$ cat config.mk
export PLATFORM = sky130hd
export DESIGN_NAME = remote_command_frame_handler
export DESIGN_NICKNAME = d
export VERILOG_FILES = /design/src/design/remote_command_frame_handler.v /design/src/design/reply_frame_sender.v
export VERILOG_INCLUDE_DIRS = /design/src /design/src/design
export SDC_FILE = /design/constraint.sdc
export NUM_CORES = 1
export LEC_CHECK = 0
export ABC_AREA = 1
export BUFFER_PORTS_ARGS = -buffer_cell sky130_fd_sc_hd__buf_2
export CAP_MARGIN = 20
export CELL_PAD_IN_SITES_DETAIL_PLACEMENT = 1
export CELL_PAD_IN_SITES_GLOBAL_PLACEMENT = 1
export CORE_ASPECT_RATIO = 1.25
export CORE_UTILIZATION = 45
export CTS_CLUSTER_DIAMETER = 40
export CTS_CLUSTER_SIZE = 30
export DETAILED_ROUTE_END_ITERATION = 6
export MAX_ROUTING_LAYER = met4
export PLACE_DENSITY_LB_ADDON = 0.3
export SYNTH_ARGS = -nofsm -noshare
export SYNTH_HDL_FRONTEND = slang
export SYNTH_SLANG_ARGS = --single-unit
export TNS_END_PERCENT = 30
$ cat constraint.sdc
create_clock -name i_clock -period 5.4 [get_ports i_clock]
set_input_delay 1.08 -clock i_clock [delete_from_list [all_inputs] [get_ports i_clock]]
set_output_delay 1.08 -clock i_clock [all_outputs]
set_load 0.02 [all_outputs]
$ cat src/design/frame_handler_map.vh
// constants for the remote command frame handler: frame codes, limits and register map
`ifndef FRAME_HANDLER_MAP_VH
`define FRAME_HANDLER_MAP_VH

// ****************************************
// frame fields
// ****************************************
`define FRM_HEADER 8'hAB
`define FRM_ADDR_OWN 8'h01
`define FRM_ADDR_HOST 8'h70
`define FRM_LEN_MIN 8'h01
`define FRM_LEN_MAX 8'h07
`define FRM_LEN_NOPAR 8'h01
`define FRM_LEN_ONEPAR 8'h02
`define FRM_LEN_CAP 8'h07
`define FRM_LEN_REPLY 8'h02
`define FRM_TX_LAST 3'h6

// ****************************************
// command codes
// ****************************************
`define CMD_ACK 8'h7F
`define ACK_DATA 8'h00
`define CMD_LOCK_SET 8'h2A
`define CMD_LOCK_GET 8'hAA
`define CMD_STEPS_INIT 8'h2C
`define CMD_STEPS_GET 8'hAD
`define CMD_REMOTE_SET 8'h2E
`define CMD_REMOTE_GET 8'hAE
`define CMD_CAP_SET 8'h2F

// ****************************************
// value limits
// ****************************************
`define MODE_MAX 8'h02
`define STEP_IDX_MIN 8'h01
`define STEP_IDX_MAX 8'h0A
`define STEP_COUNT 10
`define CAP_MAX 32'h0001D4C0
`define RANGE_MIN 8'h01
`define RANGE_MAX 8'h03
`define CAP_INIT 17'h00000
`define RANGE_INIT 2'h1
`define STEPS_INIT 8'h00

// ****************************************
// register map (byte addresses)
// ****************************************
`define REG_STATUS 12'h000
`define REG_STEPS 12'h004
`define REG_ERRCNT 12'h008
`define REG_CAPSEL 12'h00C
`define REG_CAPVAL 12'h010
`define ERR_INC 8'h01

`endif

$ cat src/design/remote_command_frame_handler.v
// remote command frame handler: frame parser, command dispatch and APB register slave
//
// Register access over APB and the placing of the registers were left to the implementer.
`timescale 1ns/1ns
`include "frame_handler_map.vh"

// Overview of operation
// - frame is header, addresses, length, command, params, checksum
// - replies go to 0x70 from 0x01
// - length counts command plus parameter bytes
// - setting commands answer 0x7F with 0x00
// - 0x2A sets lock state 0/1/2
// - 0xAA returns the lock state
// - 0x2C clears steps, restores defaults, acknowledges
// - 0xAD returns defined step count
// - 0x2E selects local, remote or lockout
// - 0xAE returns the control state
// - 0x2F carries index, capacitance, range
// - index 1..10, cap 0..120000, range 1..3
// - capacitance arrives least significant byte first
// - query replies echo their command code
module remote_command_frame_handler (
    input wire i_clock,
    input wire i_rst_n,
    // byte stream from the link
    input wire i_rx_valid,
    input wire [7:0] i_rx_data,
    output wire o_rx_ready,
    // byte stream to the link
    output wire o_tx_valid,
    output wire [7:0] o_tx_data,
    input wire i_tx_ready,
    // device state
    output reg [1:0] o_lock_state,
    output reg [1:0] o_remote_state,
    output reg [7:0] o_step_count,
    output reg o_steps_init,
    // APB slave
    input wire i_psel,
    input wire i_penable,
    input wire i_pwrite,
    input wire [11:0] i_paddr,
    input wire [31:0] i_pwdata,
    output wire o_pready,
    output reg [31:0] o_prdata,
    output reg o_pslverr
);

    // ****************************************
    // receive state machine
    // ****************************************
    localparam S_HDR = 3'h0;
    localparam S_DST = 3'h1;
    localparam S_SRC = 3'h2;
    localparam S_LEN = 3'h3;
    localparam S_CMD = 3'h4;
    localparam S_PAR = 3'h5;
    localparam S_SUM = 3'h6;
    localparam S_EXEC = 3'h7;

    reg [2:0] state_q;
    reg [7:0] sum_q;
    reg [7:0] len_q;
    reg [7:0] cmd_q;
    reg [2:0] pcnt_q;
    reg mine_q;
    reg [7:0] par_q [0:5];
    reg [7:0] err_q;
    reg [3:0] capsel_q;
    reg [16:0] cap_q [0:9];
    reg [1:0] rng_q [0:9];
    wire rx_take;
    wire tx_busy;
    wire [31:0] cap_w;
    wire [3:0] slot_w;
    wire [7:0] sum_next;

    // no new byte while a decision or a reply is pending
    assign o_rx_ready = (state_q != S_EXEC) && !tx_busy;
    assign rx_take = i_rx_valid && o_rx_ready;
    assign sum_next = sum_q + i_rx_data;

    // little end first: first parameter byte after the index is bit 7:0
    assign cap_w = {par_q[4], par_q[3], par_q[2], par_q[1]};
    assign slot_w = par_q[0][3:0] - 4'h1;

    // ****************************************
    // dispatch decode
    // ****************************************
    reg exec_ok;
    reg exec_reply;
    reg [7:0] reply_cmd;
    reg [7:0] reply_data;
    reg do_lock;
    reg do_remote;
    reg do_init;
    reg do_cap;

    // legality of the held frame and the answer it earns
    always @* begin
        exec_ok = 1'b0;
        reply_cmd = `CMD_ACK;
        reply_data = `ACK_DATA;
        do_lock = 1'b0;
        do_remote = 1'b0;
        do_init = 1'b0;
        do_cap = 1'b0;
        case (cmd_q)
            `CMD_LOCK_SET: begin
                do_lock = (len_q == `FRM_LEN_ONEPAR) && (par_q[0] <= `MODE_MAX);
                exec_ok = do_lock;
            end
            `CMD_REMOTE_SET: begin
                do_remote = (len_q == `FRM_LEN_ONEPAR) && (par_q[0] <= `MODE_MAX);
                exec_ok = do_remote;
            end
            `CMD_STEPS_INIT: begin
                do_init = (len_q == `FRM_LEN_NOPAR);
                exec_ok = do_init;
            end
            `CMD_CAP_SET: begin
                // out of range values are dropped with no reply
                do_cap = (len_q == `FRM_LEN_CAP)
                    && (par_q[0] >= `STEP_IDX_MIN) && (par_q[0] <= `STEP_IDX_MAX)
                    && (cap_w <= `CAP_MAX)
                    && (par_q[5] >= `RANGE_MIN) && (par_q[5] <= `RANGE_MAX);
                exec_ok = do_cap;
            end
            `CMD_LOCK_GET: begin
                exec_ok = (len_q == `FRM_LEN_NOPAR);
                reply_cmd = cmd_q;
                reply_data = {6'h00, o_lock_state};
            end
            `CMD_STEPS_GET: begin
                exec_ok = (len_q == `FRM_LEN_NOPAR);
                reply_cmd = cmd_q;
                reply_data = o_step_count;
            end
            `CMD_REMOTE_GET: begin
                exec_ok = (len_q == `FRM_LEN_NOPAR);
                reply_cmd = cmd_q;
                reply_data = {6'h00, o_remote_state};
            end
            default: begin
                exec_ok = 1'b0;
            end
        endcase
        exec_reply = (state_q == S_EXEC) && exec_ok;
    end

    // ****************************************
    // frame parser
    // ****************************************
    reg frame_err;

    // field walk; a bad length or checksum drops the frame quietly
    always @(posedge i_clock or negedge i_rst_n) begin
        if (!i_rst_n) begin
            state_q <= S_HDR;
            sum_q <= 8'h00;
            len_q <= 8'h00;
            cmd_q <= 8'h00;
            pcnt_q <= 3'h0;
            mine_q <= 1'b0;
            frame_err <= 1'b0;
        end else begin
            frame_err <= 1'b0;
            case (state_q)
                S_HDR: begin
                    if (rx_take && (i_rx_data == `FRM_HEADER)) begin
                        state_q <= S_DST;
                        sum_q <= 8'h00;
                    end
                end
                S_DST: begin
                    if (rx_take) begin
                        mine_q <= (i_rx_data == `FRM_ADDR_OWN);
                        sum_q <= sum_next;
                        state_q <= S_SRC;
                    end
                end
                S_SRC: begin
                    if (rx_take) begin
                        sum_q <= sum_next;
                        state_q <= S_LEN;
                    end
                end
                S_LEN: begin
                    if (rx_take) begin
                        sum_q <= sum_next;
                        len_q <= i_rx_data;
                        pcnt_q <= 3'h0;
                        // more than six parameters cannot be held
                        if ((i_rx_data < `FRM_LEN_MIN) || (i_rx_data > `FRM_LEN_MAX)) begin
                            state_q <= S_HDR;
                            frame_err <= 1'b1;
                        end else begin
                            state_q <= S_CMD;
                        end
                    end
                end
                S_CMD: begin
                    if (rx_take) begin
                        sum_q <= sum_next;
                        cmd_q <= i_rx_data;
                        state_q <= (len_q == `FRM_LEN_NOPAR) ? S_SUM : S_PAR;
                    end
                end
                S_PAR: begin
                    if (rx_take) begin
                        sum_q <= sum_next;
                        pcnt_q <= pcnt_q + 3'h1;
                        if ({5'h00, pcnt_q} == len_q - 8'h02) begin
                            state_q <= S_SUM;
                        end
                    end
                end
                S_SUM: begin
                    if (rx_take) begin
                        if ((sum_next == 8'h00) && mine_q) begin
                            state_q <= S_EXEC;
                        end else begin
                            state_q <= S_HDR;
                            frame_err <= mine_q;
                        end
                    end
                end
                S_EXEC: begin
                    state_q <= S_HDR;
                    frame_err <= !exec_ok;
                end
                default: begin
                    state_q <= S_HDR;
                end
            endcase
        end
    end

    // parameter bytes kept in arrival order
    always @(posedge i_clock) begin
        if ((state_q == S_PAR) && rx_take) begin
            par_q[pcnt_q] <= i_rx_data;
        end
    end

    // ****************************************
    // device state
    // ****************************************
    wire apb_wr;
    assign apb_wr = i_psel && i_penable && i_pwrite;

    // lock, control and step count; a frame's init beats a software write
    always @(posedge i_clock or negedge i_rst_n) begin
        if (!i_rst_n) begin
            o_lock_state <= 2'h0;
            o_remote_state <= 2'h0;
            o_step_count <= `STEPS_INIT;
            o_steps_init <= 1'b0;
        end else begin
            o_steps_init <= exec_reply && do_init;
            if (exec_reply && do_lock) begin
                o_lock_state <= par_q[0][1:0];
            end
            if (exec_reply && do_remote) begin
                o_remote_state <= par_q[0][1:0];
            end
            if (exec_reply && do_init) begin
                o_step_count <= `STEPS_INIT;
            end else if (apb_wr && (i_paddr == `REG_STEPS)) begin
                o_step_count <= i_pwdata[7:0];
            end
        end
    end

    // per-step reference capacitance and range
    genvar g;
    generate
        for (g = 0; g < `STEP_COUNT; g = g + 1) begin : g_step
            always @(posedge i_clock or negedge i_rst_n) begin
                if (!i_rst_n) begin
                    cap_q[g] <= `CAP_INIT;
                    rng_q[g] <= `RANGE_INIT;
                end else if (exec_reply && do_init) begin
                    cap_q[g] <= `CAP_INIT;
                    rng_q[g] <= `RANGE_INIT;
                end else if (exec_reply && do_cap && (slot_w == g)) begin
                    cap_q[g] <= cap_w[16:0];
                    rng_q[g] <= par_q[5][1:0];
                end
            end
        end
    endgenerate

    // dropped frame counter; a new error beats a clear
    always @(posedge i_clock or negedge i_rst_n) begin
        if (!i_rst_n) begin
            err_q <= 8'h00;
        end else if (frame_err) begin
            err_q <= err_q + `ERR_INC;
        end else if (apb_wr && (i_paddr == `REG_ERRCNT)) begin
            err_q <= 8'h00;
        end
    end

    // ****************************************
    // APB slave
    // ****************************************
    // read data and error are registered in setup, so access ends at once
    assign o_pready = 1'b1;

    always @(posedge i_clock or negedge i_rst_n) begin
        if (!i_rst_n) begin
            capsel_q <= 4'h0;
        end else if (apb_wr && (i_paddr == `REG_CAPSEL)) begin
            capsel_q <= i_pwdata[3:0];
        end
    end

    // setup-phase decode of the addressed word
    always @(posedge i_clock or negedge i_rst_n) begin
        if (!i_rst_n) begin
            o_prdata <= 32'h00000000;
            o_pslverr <= 1'b0;
        end else if (i_psel && !i_penable) begin
            o_pslverr <= 1'b0;
            o_prdata <= 32'h00000000;
            case (i_paddr)
                `REG_STATUS: begin
                    o_prdata <= {26'h0000000, tx_busy, 1'b0, o_remote_state, o_lock_state};
                end
                `REG_STEPS: begin
                    o_prdata <= {24'h000000, o_step_count};
                end
                `REG_ERRCNT: begin
                    o_prdata <= {24'h000000, err_q};
                end
                `REG_CAPSEL: begin
                    o_prdata <= {28'h0000000, capsel_q};
                end
                `REG_CAPVAL: begin
                    // index past the last step reads zero
                    if (capsel_q < `STEP_COUNT) begin
                        o_prdata <= {6'h00, rng_q[capsel_q], 7'h00, cap_q[capsel_q]};
                    end
                end
                default: begin
                    o_pslverr <= 1'b1;
                end
            endcase
        end
    end

    // ****************************************
    // reply sender
    // ****************************************
    reply_frame_sender u_sender (
        .i_clock(i_clock),
        .i_rst_n(i_rst_n),
        .i_start(exec_reply),
        .i_cmd(reply_cmd),
        .i_data(reply_data),
        .i_tx_ready(i_tx_ready),
        .o_tx_valid(o_tx_valid),
        .o_tx_data(o_tx_data),
        .o_busy(tx_busy)
    );

endmodule // remote_command_frame_handler

$ cat src/design/reply_frame_sender.v
// reply frame sender: serialises one seven-byte answer frame with its checksum
`timescale 1ns/1ns
`include "frame_handler_map.vh"

module reply_frame_sender (
    input wire i_clock,
    input wire i_rst_n,
    input wire i_start,
    input wire [7:0] i_cmd,
    input wire [7:0] i_data,
    input wire i_tx_ready,
    output wire o_tx_valid,
    output reg [7:0] o_tx_data,
    output wire o_busy
);

    reg busy_q;
    reg [2:0] idx_q;
    reg [7:0] cmd_q;
    reg [7:0] data_q;
    wire [7:0] sum_w;
    wire [7:0] next_w;

    // negated byte sum, header left out
    assign sum_w = 8'h00 - (`FRM_ADDR_HOST + `FRM_ADDR_OWN + `FRM_LEN_REPLY + cmd_q + data_q);

    // byte that follows the one on the port
    function [7:0] byte_at;
        input [2:0] idx;
        begin
            case (idx)
                3'h1: byte_at = `FRM_ADDR_HOST;
                3'h2: byte_at = `FRM_ADDR_OWN;
                3'h3: byte_at = `FRM_LEN_REPLY;
                3'h4: byte_at = cmd_q;
                3'h5: byte_at = data_q;
                3'h6: byte_at = sum_w;
                default: byte_at = `FRM_HEADER;
            endcase
        end
    endfunction

    assign next_w = byte_at(idx_q + 3'h1);
    assign o_tx_valid = busy_q;
    assign o_busy = busy_q;

    // frame walk; the data byte stays put while the sink stalls
    always @(posedge i_clock or negedge i_rst_n) begin
        if (!i_rst_n) begin
            busy_q <= 1'b0;
            idx_q <= 3'h0;
            cmd_q <= 8'h00;
            data_q <= 8'h00;
            o_tx_data <= 8'h00;
        end else if (i_start && !busy_q) begin
            busy_q <= 1'b1;
            idx_q <= 3'h0;
            cmd_q <= i_cmd;
            data_q <= i_data;
            o_tx_data <= `FRM_HEADER;
        end else if (busy_q && i_tx_ready) begin
            if (idx_q == `FRM_TX_LAST) begin
                busy_q <= 1'b0;
            end else begin
                idx_q <= idx_q + 3'h1;
                o_tx_data <= next_w;
            end
        end
    end

endmodule // reply_frame_sender

==> metrics.txt, run 1 <==
# TYPE chip_impl_metric gauge
chip_impl_metric{name="worstPathRequired",unit="ps"} 5800
chip_impl_metric{name="postSynth.asyncResetShare",unit="%"} 86.0
chip_impl_info{name="synth_largest_area_cell",value="dfrtp_1"} 1
chip_impl_metric{name="gp_congestion",unit=""} 0.857
chip_impl_metric{name="dr.pass1.iters",unit=""} 5
chip_impl_metric{name="global_route.usage.met2",unit="%"} 47.5
chip_impl_metric{name="placeableCoreArea",unit="um2"} 36600
chip_impl_metric{name="syn_area_per_cell",unit="um2"} 8.53
chip_impl_metric{name="post_synthesis_sequential_area_ratio",unit="%"} 52.5
chip_impl_metric{name="detailedPlacementHpwl",unit="mm"} 31.7
chip_impl_info{name="yosys_most_used_dff",value="dfrtp_1"} 1
chip_impl_metric{name="globalRouteOverflowTotal",unit=""} 0
chip_impl_metric{name="slack_of_the_worst_reg_to_reg_path",unit="ps"} 2160
chip_impl_metric{name="yosys.area_share.adder",unit="%"} 2.32
chip_impl_metric{name="die_x",unit="um"} 175
chip_impl_metric{name="post_cts_resize_count",unit=""} 0
chip_impl_metric{name="viasPerCell",unit=""} 5.72
chip_impl_metric{name="netlist_area",unit="um2"} 16800
chip_impl_metric{name="cts_inserted_buffers",unit=""} 44
chip_impl_metric{name="ios",unit=""} 116
chip_impl_metric{name="yosys.area_share.xor_xnor",unit="%"} 0.520
chip_impl_metric{name="synth_top_area_share",unit="%"} 42.4
chip_impl_metric{name="slew_headroom",unit="%"} 23.6
chip_impl_metric{name="global_route.usage.met3",unit="%"} 3.11
chip_impl_metric{name="route.detailed.wl_per_inst",unit="um"} 19.9
chip_impl_info{name="synth.top_cells.by_count",value="dfrtp_1, nand2_1, nand3_1"} 1
chip_impl_metric{name="grt_pass1_wl",unit="mm"} 82.0
chip_impl_metric{name="p_per_area",unit="nW/um2"} 333
chip_impl_info{name="worstHoldPathType",value="flop to flop"} 1
chip_impl_metric{name="post_synthesis_compound_gate_area_fraction",unit="%"} 14.8
chip_impl_info{name="start_kind",value="flop"} 1
chip_impl_info{name="combinational_family_with_the_most_area_after_synthesis",value="simple AND/OR/NAND/NOR gates"} 1
chip_impl_metric{name="layout_skew",unit="ps"} 29.8
chip_impl_metric{name="tns",unit="ps"} 0
chip_impl_metric{name="drt_iter0_markers",unit=""} 855
chip_impl_metric{name="antenna_left",unit=""} 0
chip_impl_info{name="clockRootBuffer",value="clkbuf_16"} 1
chip_impl_metric{name="clk_pin_slew_worst_paths",unit="ps"} 70
chip_impl_metric{name="hold_path_cell_cnt",unit=""} 2
chip_impl_metric{name="first_global_vias",unit=""} 15400
chip_impl_info{name="min-delay-start",value="o_prdata[15]"} 1
chip_impl_metric{name="port-buffer-count",unit=""} 77
chip_impl_info{name="yosysMostFrequentCell",value="dfrtp_1"} 1
chip_impl_metric{name="tightest_slew",unit="ps"} 1150
chip_impl_info{name="crit-reg2reg-capture",value="cap_q[89]"} 1
chip_impl_metric{name="arrival",unit="ps"} 3640
chip_impl_metric{name="std_cell_rows",unit=""} 78
chip_impl_metric{name="tritoncts_num_sinks",unit=""} 343
chip_impl_info{name="globalRoute.busiestLayer",value="met2"} 1
chip_impl_info{name="timing.critical_path.to_type",value="flop"} 1
chip_impl_metric{name="finalSetupViolCount",unit=""} 0
chip_impl_metric{name="grt_util_met1",unit="%"} 34.2
chip_impl_metric{name="period_share",unit="%"} 60.0
chip_impl_metric{name="route.detailed.drc",unit=""} 0
chip_impl_metric{name="antenna_violations_before_repair",unit=""} 0
chip_impl_info{name="grt_setup_unrepaired",value="no"} 1
chip_impl_metric{name="die_area",unit="um2"} 38200
chip_impl_metric{name="p_leak",unit="uW"} 0.00890
chip_impl_metric{name="max_slew_vio_count",unit=""} 0
chip_impl_metric{name="floorplan.initialDensity",unit="%"} 46.0
chip_impl_info{name="cts_tree",value="done"} 1
chip_impl_metric{name="final_hold_violating_endpoints",unit=""} 0
chip_impl_metric{name="synthDistinctLibCells",unit=""} 50
chip_impl_metric{name="grt.total_usage",unit="%"} 27.9
chip_impl_metric{name="final_layout_size_suffix_gt1_share",unit="%"} 10.9
chip_impl_metric{name="drt_wl_total",unit="mm"} 50.2
chip_impl_metric{name="reg2reg_depth",unit=""} 11
chip_impl_info{name="status",value="completed"} 1
chip_impl_metric{name="h-tree-depth",unit=""} 2
chip_impl_metric{name="muxShareOfSynthArea",unit="%"} 1.07
chip_impl_metric{name="netlist_instances",unit=""} 1975
chip_impl_metric{name="dr_total_vias",unit=""} 14400
chip_impl_metric{name="count_of_antenna_diodes_in_the_layout",unit=""} 0
chip_impl_metric{name="clock_latency_on_the_worst_skew_pair",unit="ps"} 570
chip_impl_metric{name="report.power.total",unit="uW"} 6320
chip_impl_metric{name="fmaxAchievable",unit="MHz"} 308
chip_impl_metric{name="synth-simple-area-share",unit="%"} 21.1
chip_impl_metric{name="clock_path_buffers",unit=""} 3
chip_impl_metric{name="finalCriticalPeriod",unit="ps"} 3240
chip_impl_metric{name="synth_edf_count",unit=""} 48
chip_impl_metric{name="die_h",unit="um"} 218
chip_impl_metric{name="maximum_number_of_pins_on_one_net_before_global_route_repair",unit=""} 123
chip_impl_metric{name="area.growth.synth_to_final",unit="%"} 12.8
chip_impl_metric{name="vdd_ir_drop_max",unit="V"} 0.000208
chip_impl_metric{name="crit_path_max_fanout",unit=""} 53
chip_impl_metric{name="post_cts.repair.setup_buffers",unit=""} 0
chip_impl_metric{name="ys_warn_count",unit=""} 0
chip_impl_metric{name="cts_hold_repair.buffers",unit=""} 0
chip_impl_metric{name="ys_ff_latch",unit=""} 343
chip_impl_info{name="min_to",value="o_prdata[15]"} 1
chip_impl_metric{name="cap_viol_max_count",unit=""} 0
chip_impl_info{name="synth_area_leaders",value="dfrtp_1, edfxtp_1, nand3_1"} 1
chip_impl_info{name="critical_path_class",value="flop to flop"} 1
chip_impl_metric{name="nNetsFinal",unit=""} 2098
chip_impl_info{name="reg2reg_from",value="len_q[7]"} 1
[flip-flops by register name, summed over array words and instances, names as in the netlist, 4 cells and up]
register            count
cap_q                 170
capsel_q                4
cmd_q                   8
err_q                   8
len_q                   8
o_prdata               19
o_step_count            8
par_q                  48
rng_q                  20
sum_q                   8
u_sender.cmd_q          8
u_sender.data_q         8
u_sender.o_tx_data      8
[report_power, final]
group | internal (uW) | total, uW | switching (uW)
clock network | 1780 | 3060 | 1280
logic | 165 | 558 | 393
registers | 2670 | 2710 | 38.9
[worst max-delay path by stage]
| stage | from | endpoint | depth (start not counted) |
|---|---|---|---|
| detailed placement | len_q[7] | cap_q[101] | 11 |
| global route | len_q[7] | cap_q[86] | 9 |
| finish | len_q[7] | cap_q[89] | 11 |
| floorplan | i_rx_data[0] | frame_err | 12 |
| CTS | len_q[7] | cap_q[89] | 11 |
| global placement | par_q[0][0] | cap_q[67] | 11 |
[critical path, cell delays in order, from the launching register on]
cell	delay, ps
dfrtp_1	400
nor2_1	150
nand2_1	120
nor3_1	540
nand2_1	120
nand2_1	90
inv_2	40
nand2_2	120
nand3_4	500
buf_4	470
nand2_1	320
o21ai_0	150
[through the flow]
| step | std cells | area (um2) | util [%] | hold slack (ps) | setup WS, ps |
|---|---|---|---|---|---|
| 6_report | 2525 | 19000 | 51.9 | 477 | 2160 |
| 5_1_grt | 2525 | 19000 | 51.9 | 509 | 1850 |
| 4_1_cts | 2525 | 19000 | 51.9 | 483 | 2090 |
| 3_5_place_dp | 2443 | 17400 | 47.7 | 467 | 2150 |
| 3_3_place_gp | 2443 | 17400 | 47.7 | 457 | 2300 |
| 2_1_floorplan | 1987 | 16900 | - | 437 | 2830 |
[layout by cell type (no fill, tap or decap), types with 21 or more instances in the layout]
| cell | n |
|---|---|
| a21oi_1 | 43 |
| buf_2 | 76 |
| clkbuf_16 | 47 |
| dfrtp_1 | 284 |
| edfxtp_1 | 48 |
| ha_1 | 28 |
| inv_1 | 177 |
| nand2_1 | 273 |
| nand2_2 | 24 |
| nand3_1 | 265 |
| nor2_1 | 195 |
| o21ai_0 | 183 |
| o21ai_1 | 159 |
| o221ai_1 | 21 |
[area by class of cell]
cell class                 instances  area, um2
clock buffer                      53       1230
clock inverter                    29        309
fill                            4363      17600
inverter                         189        712
multi-input combinational       1339       6780
sequential                       343       8840
tap                              480        601
timing repair buffer              92        520
[routing by layer]
layer / up-vias / routed length (um)
li1: 6746 / -
met4: 0 / 1530
met1: 7233 / 21300
met3: 103 / 2200
met2: 358 / 25200
met5: - / 0
[cell families (layout without fill, tap and decap cells)]
group,count (synthesis),in the layout
muxes,18,18
other,2,14
adders and majority gates,30,30
xor gates and xnor gates,10,10
buffers and inverters,305,363
AOI/OAI and AO/OA,458,458
and+or+nand+nor,809,809
DFF,343,343
No activity file was read; power rests on OpenSTA's default activity.
==> run 2, diff against run 1 <==
--- a/config.mk
+++ b/config.mk
@@ -12,7 +12,7 @@
 export CELL_PAD_IN_SITES_DETAIL_PLACEMENT = 1
 export CELL_PAD_IN_SITES_GLOBAL_PLACEMENT = 1
 export CORE_ASPECT_RATIO = 1.25
-export CORE_UTILIZATION = 45
+export CORE_UTILIZATION = 42
 export CTS_CLUSTER_DIAMETER = 40
 export CTS_CLUSTER_SIZE = 30
 export DETAILED_ROUTE_END_ITERATION = 6
==> constraint.sdc (replaced) <==
create_clock -name i_clock -period 2.69 [get_ports i_clock]
set_input_delay 0.538 -clock i_clock [delete_from_list [all_inputs] [get_ports i_clock]]
set_output_delay 0.538 -clock i_clock [all_outputs]
set_load 0.02 [all_outputs]
==> run 2 against run 1 <==
Clock skew shrank 5.3 ps. Worst setup slack lost 2000 ps. Fmax grew 29%. Global-route usage shrank 2.0 points. Critical path depth grew 1. Register-to-register slack lost 2000 ps. Wire length grew 0.66%. Count of clock-buffer cells in the layout grew 5. Sequential share of layout area shrank 1.5 points. Hold slack lost 200 ps. Utilization shrank 2.0 points. Clock power grew 120%. Critical path type unchanged. Highest routed layer unchanged.
==> metrics.txt, run 2 (synthesis results as in run 1) <==
# TYPE chip_impl_metric gauge
chip_impl_info{name="status",value="completed"} 1
chip_impl_metric{name="drt_wl_total",unit="mm"} 50.6
chip_impl_metric{name="count_of_antenna_diodes_in_the_layout",unit=""} 0
chip_impl_info{name="grt_setup_unrepaired",value="yes"} 1
chip_impl_info{name="uppermost_routed_layer",value="met4"} 1
chip_impl_metric{name="finalSetupViolCount",unit=""} 0
chip_impl_info{name="layout_common_cells",value="dfrtp_1, nand2_1, nand3_1"} 1
chip_impl_info{name="crit-reg2reg-capture",value="cap_q[67]"} 1
chip_impl_metric{name="netSwitchingPower",unit="uW"} 3480
chip_impl_metric{name="std_cell_rows",unit=""} 81
chip_impl_metric{name="layout.cell_area.non_filler",unit="um2"} 19600
chip_impl_metric{name="crit_path_max_fanout",unit=""} 50
chip_impl_info{name="reg_top3",value="cap_q x170, par_q x48, rng_q x20"} 1
chip_impl_metric{name="maximum_number_of_pins_on_one_net_before_global_route_repair",unit=""} 100
chip_impl_metric{name="clk_pin_slew_worst_paths",unit="ps"} 60
chip_impl_metric{name="fmaxAchievable",unit="MHz"} 397
chip_impl_metric{name="worstPathRequired",unit="ps"} 3110
chip_impl_metric{name="slack_of_the_worst_reg_to_reg_path",unit="ps"} 170
chip_impl_info{name="endpoint",value="cap_q[67]"} 1
chip_impl_metric{name="placedCellCount",unit=""} 2502
chip_impl_info{name="cts_tree",value="done"} 1
chip_impl_metric{name="route.detailed.drc",unit=""} 0
chip_impl_metric{name="detailedPlacementHpwl",unit="mm"} 32.6
chip_impl_metric{name="dr_wl_met3",unit="mm"} 1.63
chip_impl_metric{name="ios",unit=""} 116
chip_impl_metric{name="dr.pass1.iters",unit=""} 5
chip_impl_metric{name="first_global_vias",unit=""} 15200
chip_impl_metric{name="gp_congestion",unit=""} 0.885
chip_impl_metric{name="clock_path_buffers",unit=""} 3
chip_impl_info{name="clockRootBuffer",value="clkbuf_16"} 1
chip_impl_metric{name="die_h",unit="um"} 226
chip_impl_metric{name="viasPerCell",unit=""} 5.56
chip_impl_metric{name="final_cell_count_no_fill",unit=""} 2596
chip_impl_metric{name="largest_reg_flops",unit=""} 170
chip_impl_metric{name="seqPwrFrac",unit="%"} 41.2
chip_impl_info{name="start_kind",value="flop"} 1
chip_impl_metric{name="dr_total_vias",unit=""} 14400
chip_impl_metric{name="regArea",unit="um2"} 8840
chip_impl_metric{name="reg2reg_depth",unit=""} 12
chip_impl_metric{name="cts_inserted_buffers",unit=""} 50
chip_impl_metric{name="grt.total_usage",unit="%"} 26.0
chip_impl_info{name="reg2reg_from",value="cmd_q[4]"} 1
chip_impl_info{name="critical_path_class",value="flop to flop"} 1
chip_impl_metric{name="cap_viol_max_count",unit=""} 0
chip_impl_metric{name="route.detailed.wl_per_inst",unit="um"} 19.5
chip_impl_metric{name="floorplan.initialDensity",unit="%"} 42.8
chip_impl_metric{name="period_share",unit="%"} 93.6
chip_impl_metric{name="finalCriticalPeriod",unit="ps"} 2520
chip_impl_metric{name="finalWorstSetupSlack",unit="ps"} 172
chip_impl_metric{name="tritoncts_num_sinks",unit=""} 343
chip_impl_metric{name="port-buffer-count",unit=""} 77
chip_impl_metric{name="multi_input_area",unit="um2"} 6780
chip_impl_metric{name="max_slew_vio_count",unit=""} 0
chip_impl_metric{name="antenna_violations_before_repair",unit=""} 0
chip_impl_metric{name="die_x",unit="um"} 181
chip_impl_metric{name="slew_headroom",unit="%"} 39.1
chip_impl_metric{name="post_cts.repair.setup_buffers",unit=""} 0
chip_impl_metric{name="globalRouteOverflowTotal",unit=""} 0
chip_impl_metric{name="area.growth.synth_to_final",unit="%"} 16.6
chip_impl_metric{name="switching_share",unit="%"} 26.3
chip_impl_metric{name="met2WireLength",unit="mm"} 26.0
chip_impl_metric{name="arrival",unit="ps"} 2940
chip_impl_metric{name="die_area",unit="um2"} 40900
chip_impl_metric{name="clock_latency_on_the_worst_skew_pair",unit="ps"} 570
chip_impl_info{name="worstHoldPathType",value="input pin to flop"} 1
chip_impl_info{name="most_flop_heavy_register",value="cap_q"} 1
chip_impl_metric{name="clkPwrFrac",unit="%"} 50.2
chip_impl_metric{name="h-tree-depth",unit=""} 2
chip_impl_metric{name="layout_skew",unit="ps"} 24.5
chip_impl_metric{name="final.fill_count",unit=""} 4628
chip_impl_metric{name="final_layout_size_suffix_gt1_share",unit="%"} 13.0
chip_impl_metric{name="tightest_slew",unit="ps"} 910
chip_impl_metric{name="antenna_left",unit=""} 0
chip_impl_metric{name="postPlaceCellArea",unit="um2"} 17900
chip_impl_metric{name="final_hold_violating_endpoints",unit=""} 0
chip_impl_metric{name="grt_pass1_wl",unit="mm"} 81.6
chip_impl_metric{name="vdd_ir_drop_max",unit="V"} 0.000423
chip_impl_metric{name="placeableCoreArea",unit="um2"} 39300
chip_impl_info{name="timing.critical_path.to_type",value="flop"} 1
chip_impl_metric{name="pre_cts_slack",unit="ps"} 126
chip_impl_metric{name="power.internal",unit="uW"} 9760
chip_impl_metric{name="nNetsFinal",unit=""} 2146
chip_impl_metric{name="combPwrFrac",unit="%"} 8.7
chip_impl_metric{name="drt_iter0_markers",unit=""} 792
chip_impl_metric{name="utilization_after_layout",unit="%"} 49.9
chip_impl_metric{name="p_leak",unit="uW"} 0.00922
chip_impl_metric{name="p_per_area",unit="nW/um2"} 674
chip_impl_info{name="most_common_cell_after_layout_fill_and_taps_aside",value="dfrtp_1"} 1
chip_impl_info{name="timing.critical_path.from",value="cmd_q[4]"} 1
chip_impl_metric{name="met1Wirelength",unit="mm"} 21.8
==> run 2: final cells by class <==
| class | count | share of cell area [%] |
|---|---|---|
| flip-flops and latches | 343 | 45.0 |
| repair buffers | 134 | 4.86 |
| multi-input cells | 1339 | 34.5 |
| well taps | 498 | 3.17 |
| clock buffers | 58 | 6.79 |
| inverters | 189 | 3.63 |
| clock inverters | 35 | 1.98 |
==> run 2: what timing repair did <==
action / in CTS / in global routing
setup endpoints to repair: 0 / 56
hold buffers: 1 / 0
hold endpoints to repair: 5 / 0
gates resized for setup: 0 / 2
==> run 2: routing by layer <==
metal / vias up / global-route usage, %
li1: 6851 / -
met1: 7228 / 31.6
met2: 262 / 45.4
met3: 83 / 2.82
met4: 0 / 7.76
met5: - / -
==> run 2: worst min-delay path by stage <==
stage                     start         endpoint  slack (ps)  depth (start not counted)
global route        i_pwdata[3]      capsel_q[3]         310                          3
detailed placement      i_rst_n         cmd_q[3]         350                          1
global placement        i_rst_n         cmd_q[3]         350                          1
CTS                 i_pwdata[3]      capsel_q[3]         270                          3
finish              i_pwdata[5]  o_step_count[5]         280                          5
floorplan               i_rst_n         cap_q[0]         240                          0
==> run 2: worst max-delay path: stages (launching register included) <==
cell,delay (ps)
dfrtp_1,380
nor2_1,200
nand2_1,100
nor2_1,160
nand4_1,110
nor2_1,170
nand2_1,120
nand2_2,140
nand3_4,240
buf_12,290
buf_12,220
nand3_1,110
o21ai_1,70
==> run 2: power groups by stage <==
stage	logic, uW	registers, uW	clock network [uW]
2_1_floorplan	628	5600	0
3_3_place_gp	1110	5530	0
3_5_place_dp	1140	5540	0
4_1_cts	1160	5450	6750
5_1_grt	1290	5460	6940
6_report	1150	5450	6640
==> run 2: through the flow <==
stage | hold WS, ps | power, uW | TNS (ps)
finish | 281 | 13200 | 0
global placement | 354 | 6640 | 0
detailed placement | 353 | 6680 | 0
floorplan | 242 | 6220 | 0
global route | 311 | 13700 | -119
CTS | 266 | 13400 | 0
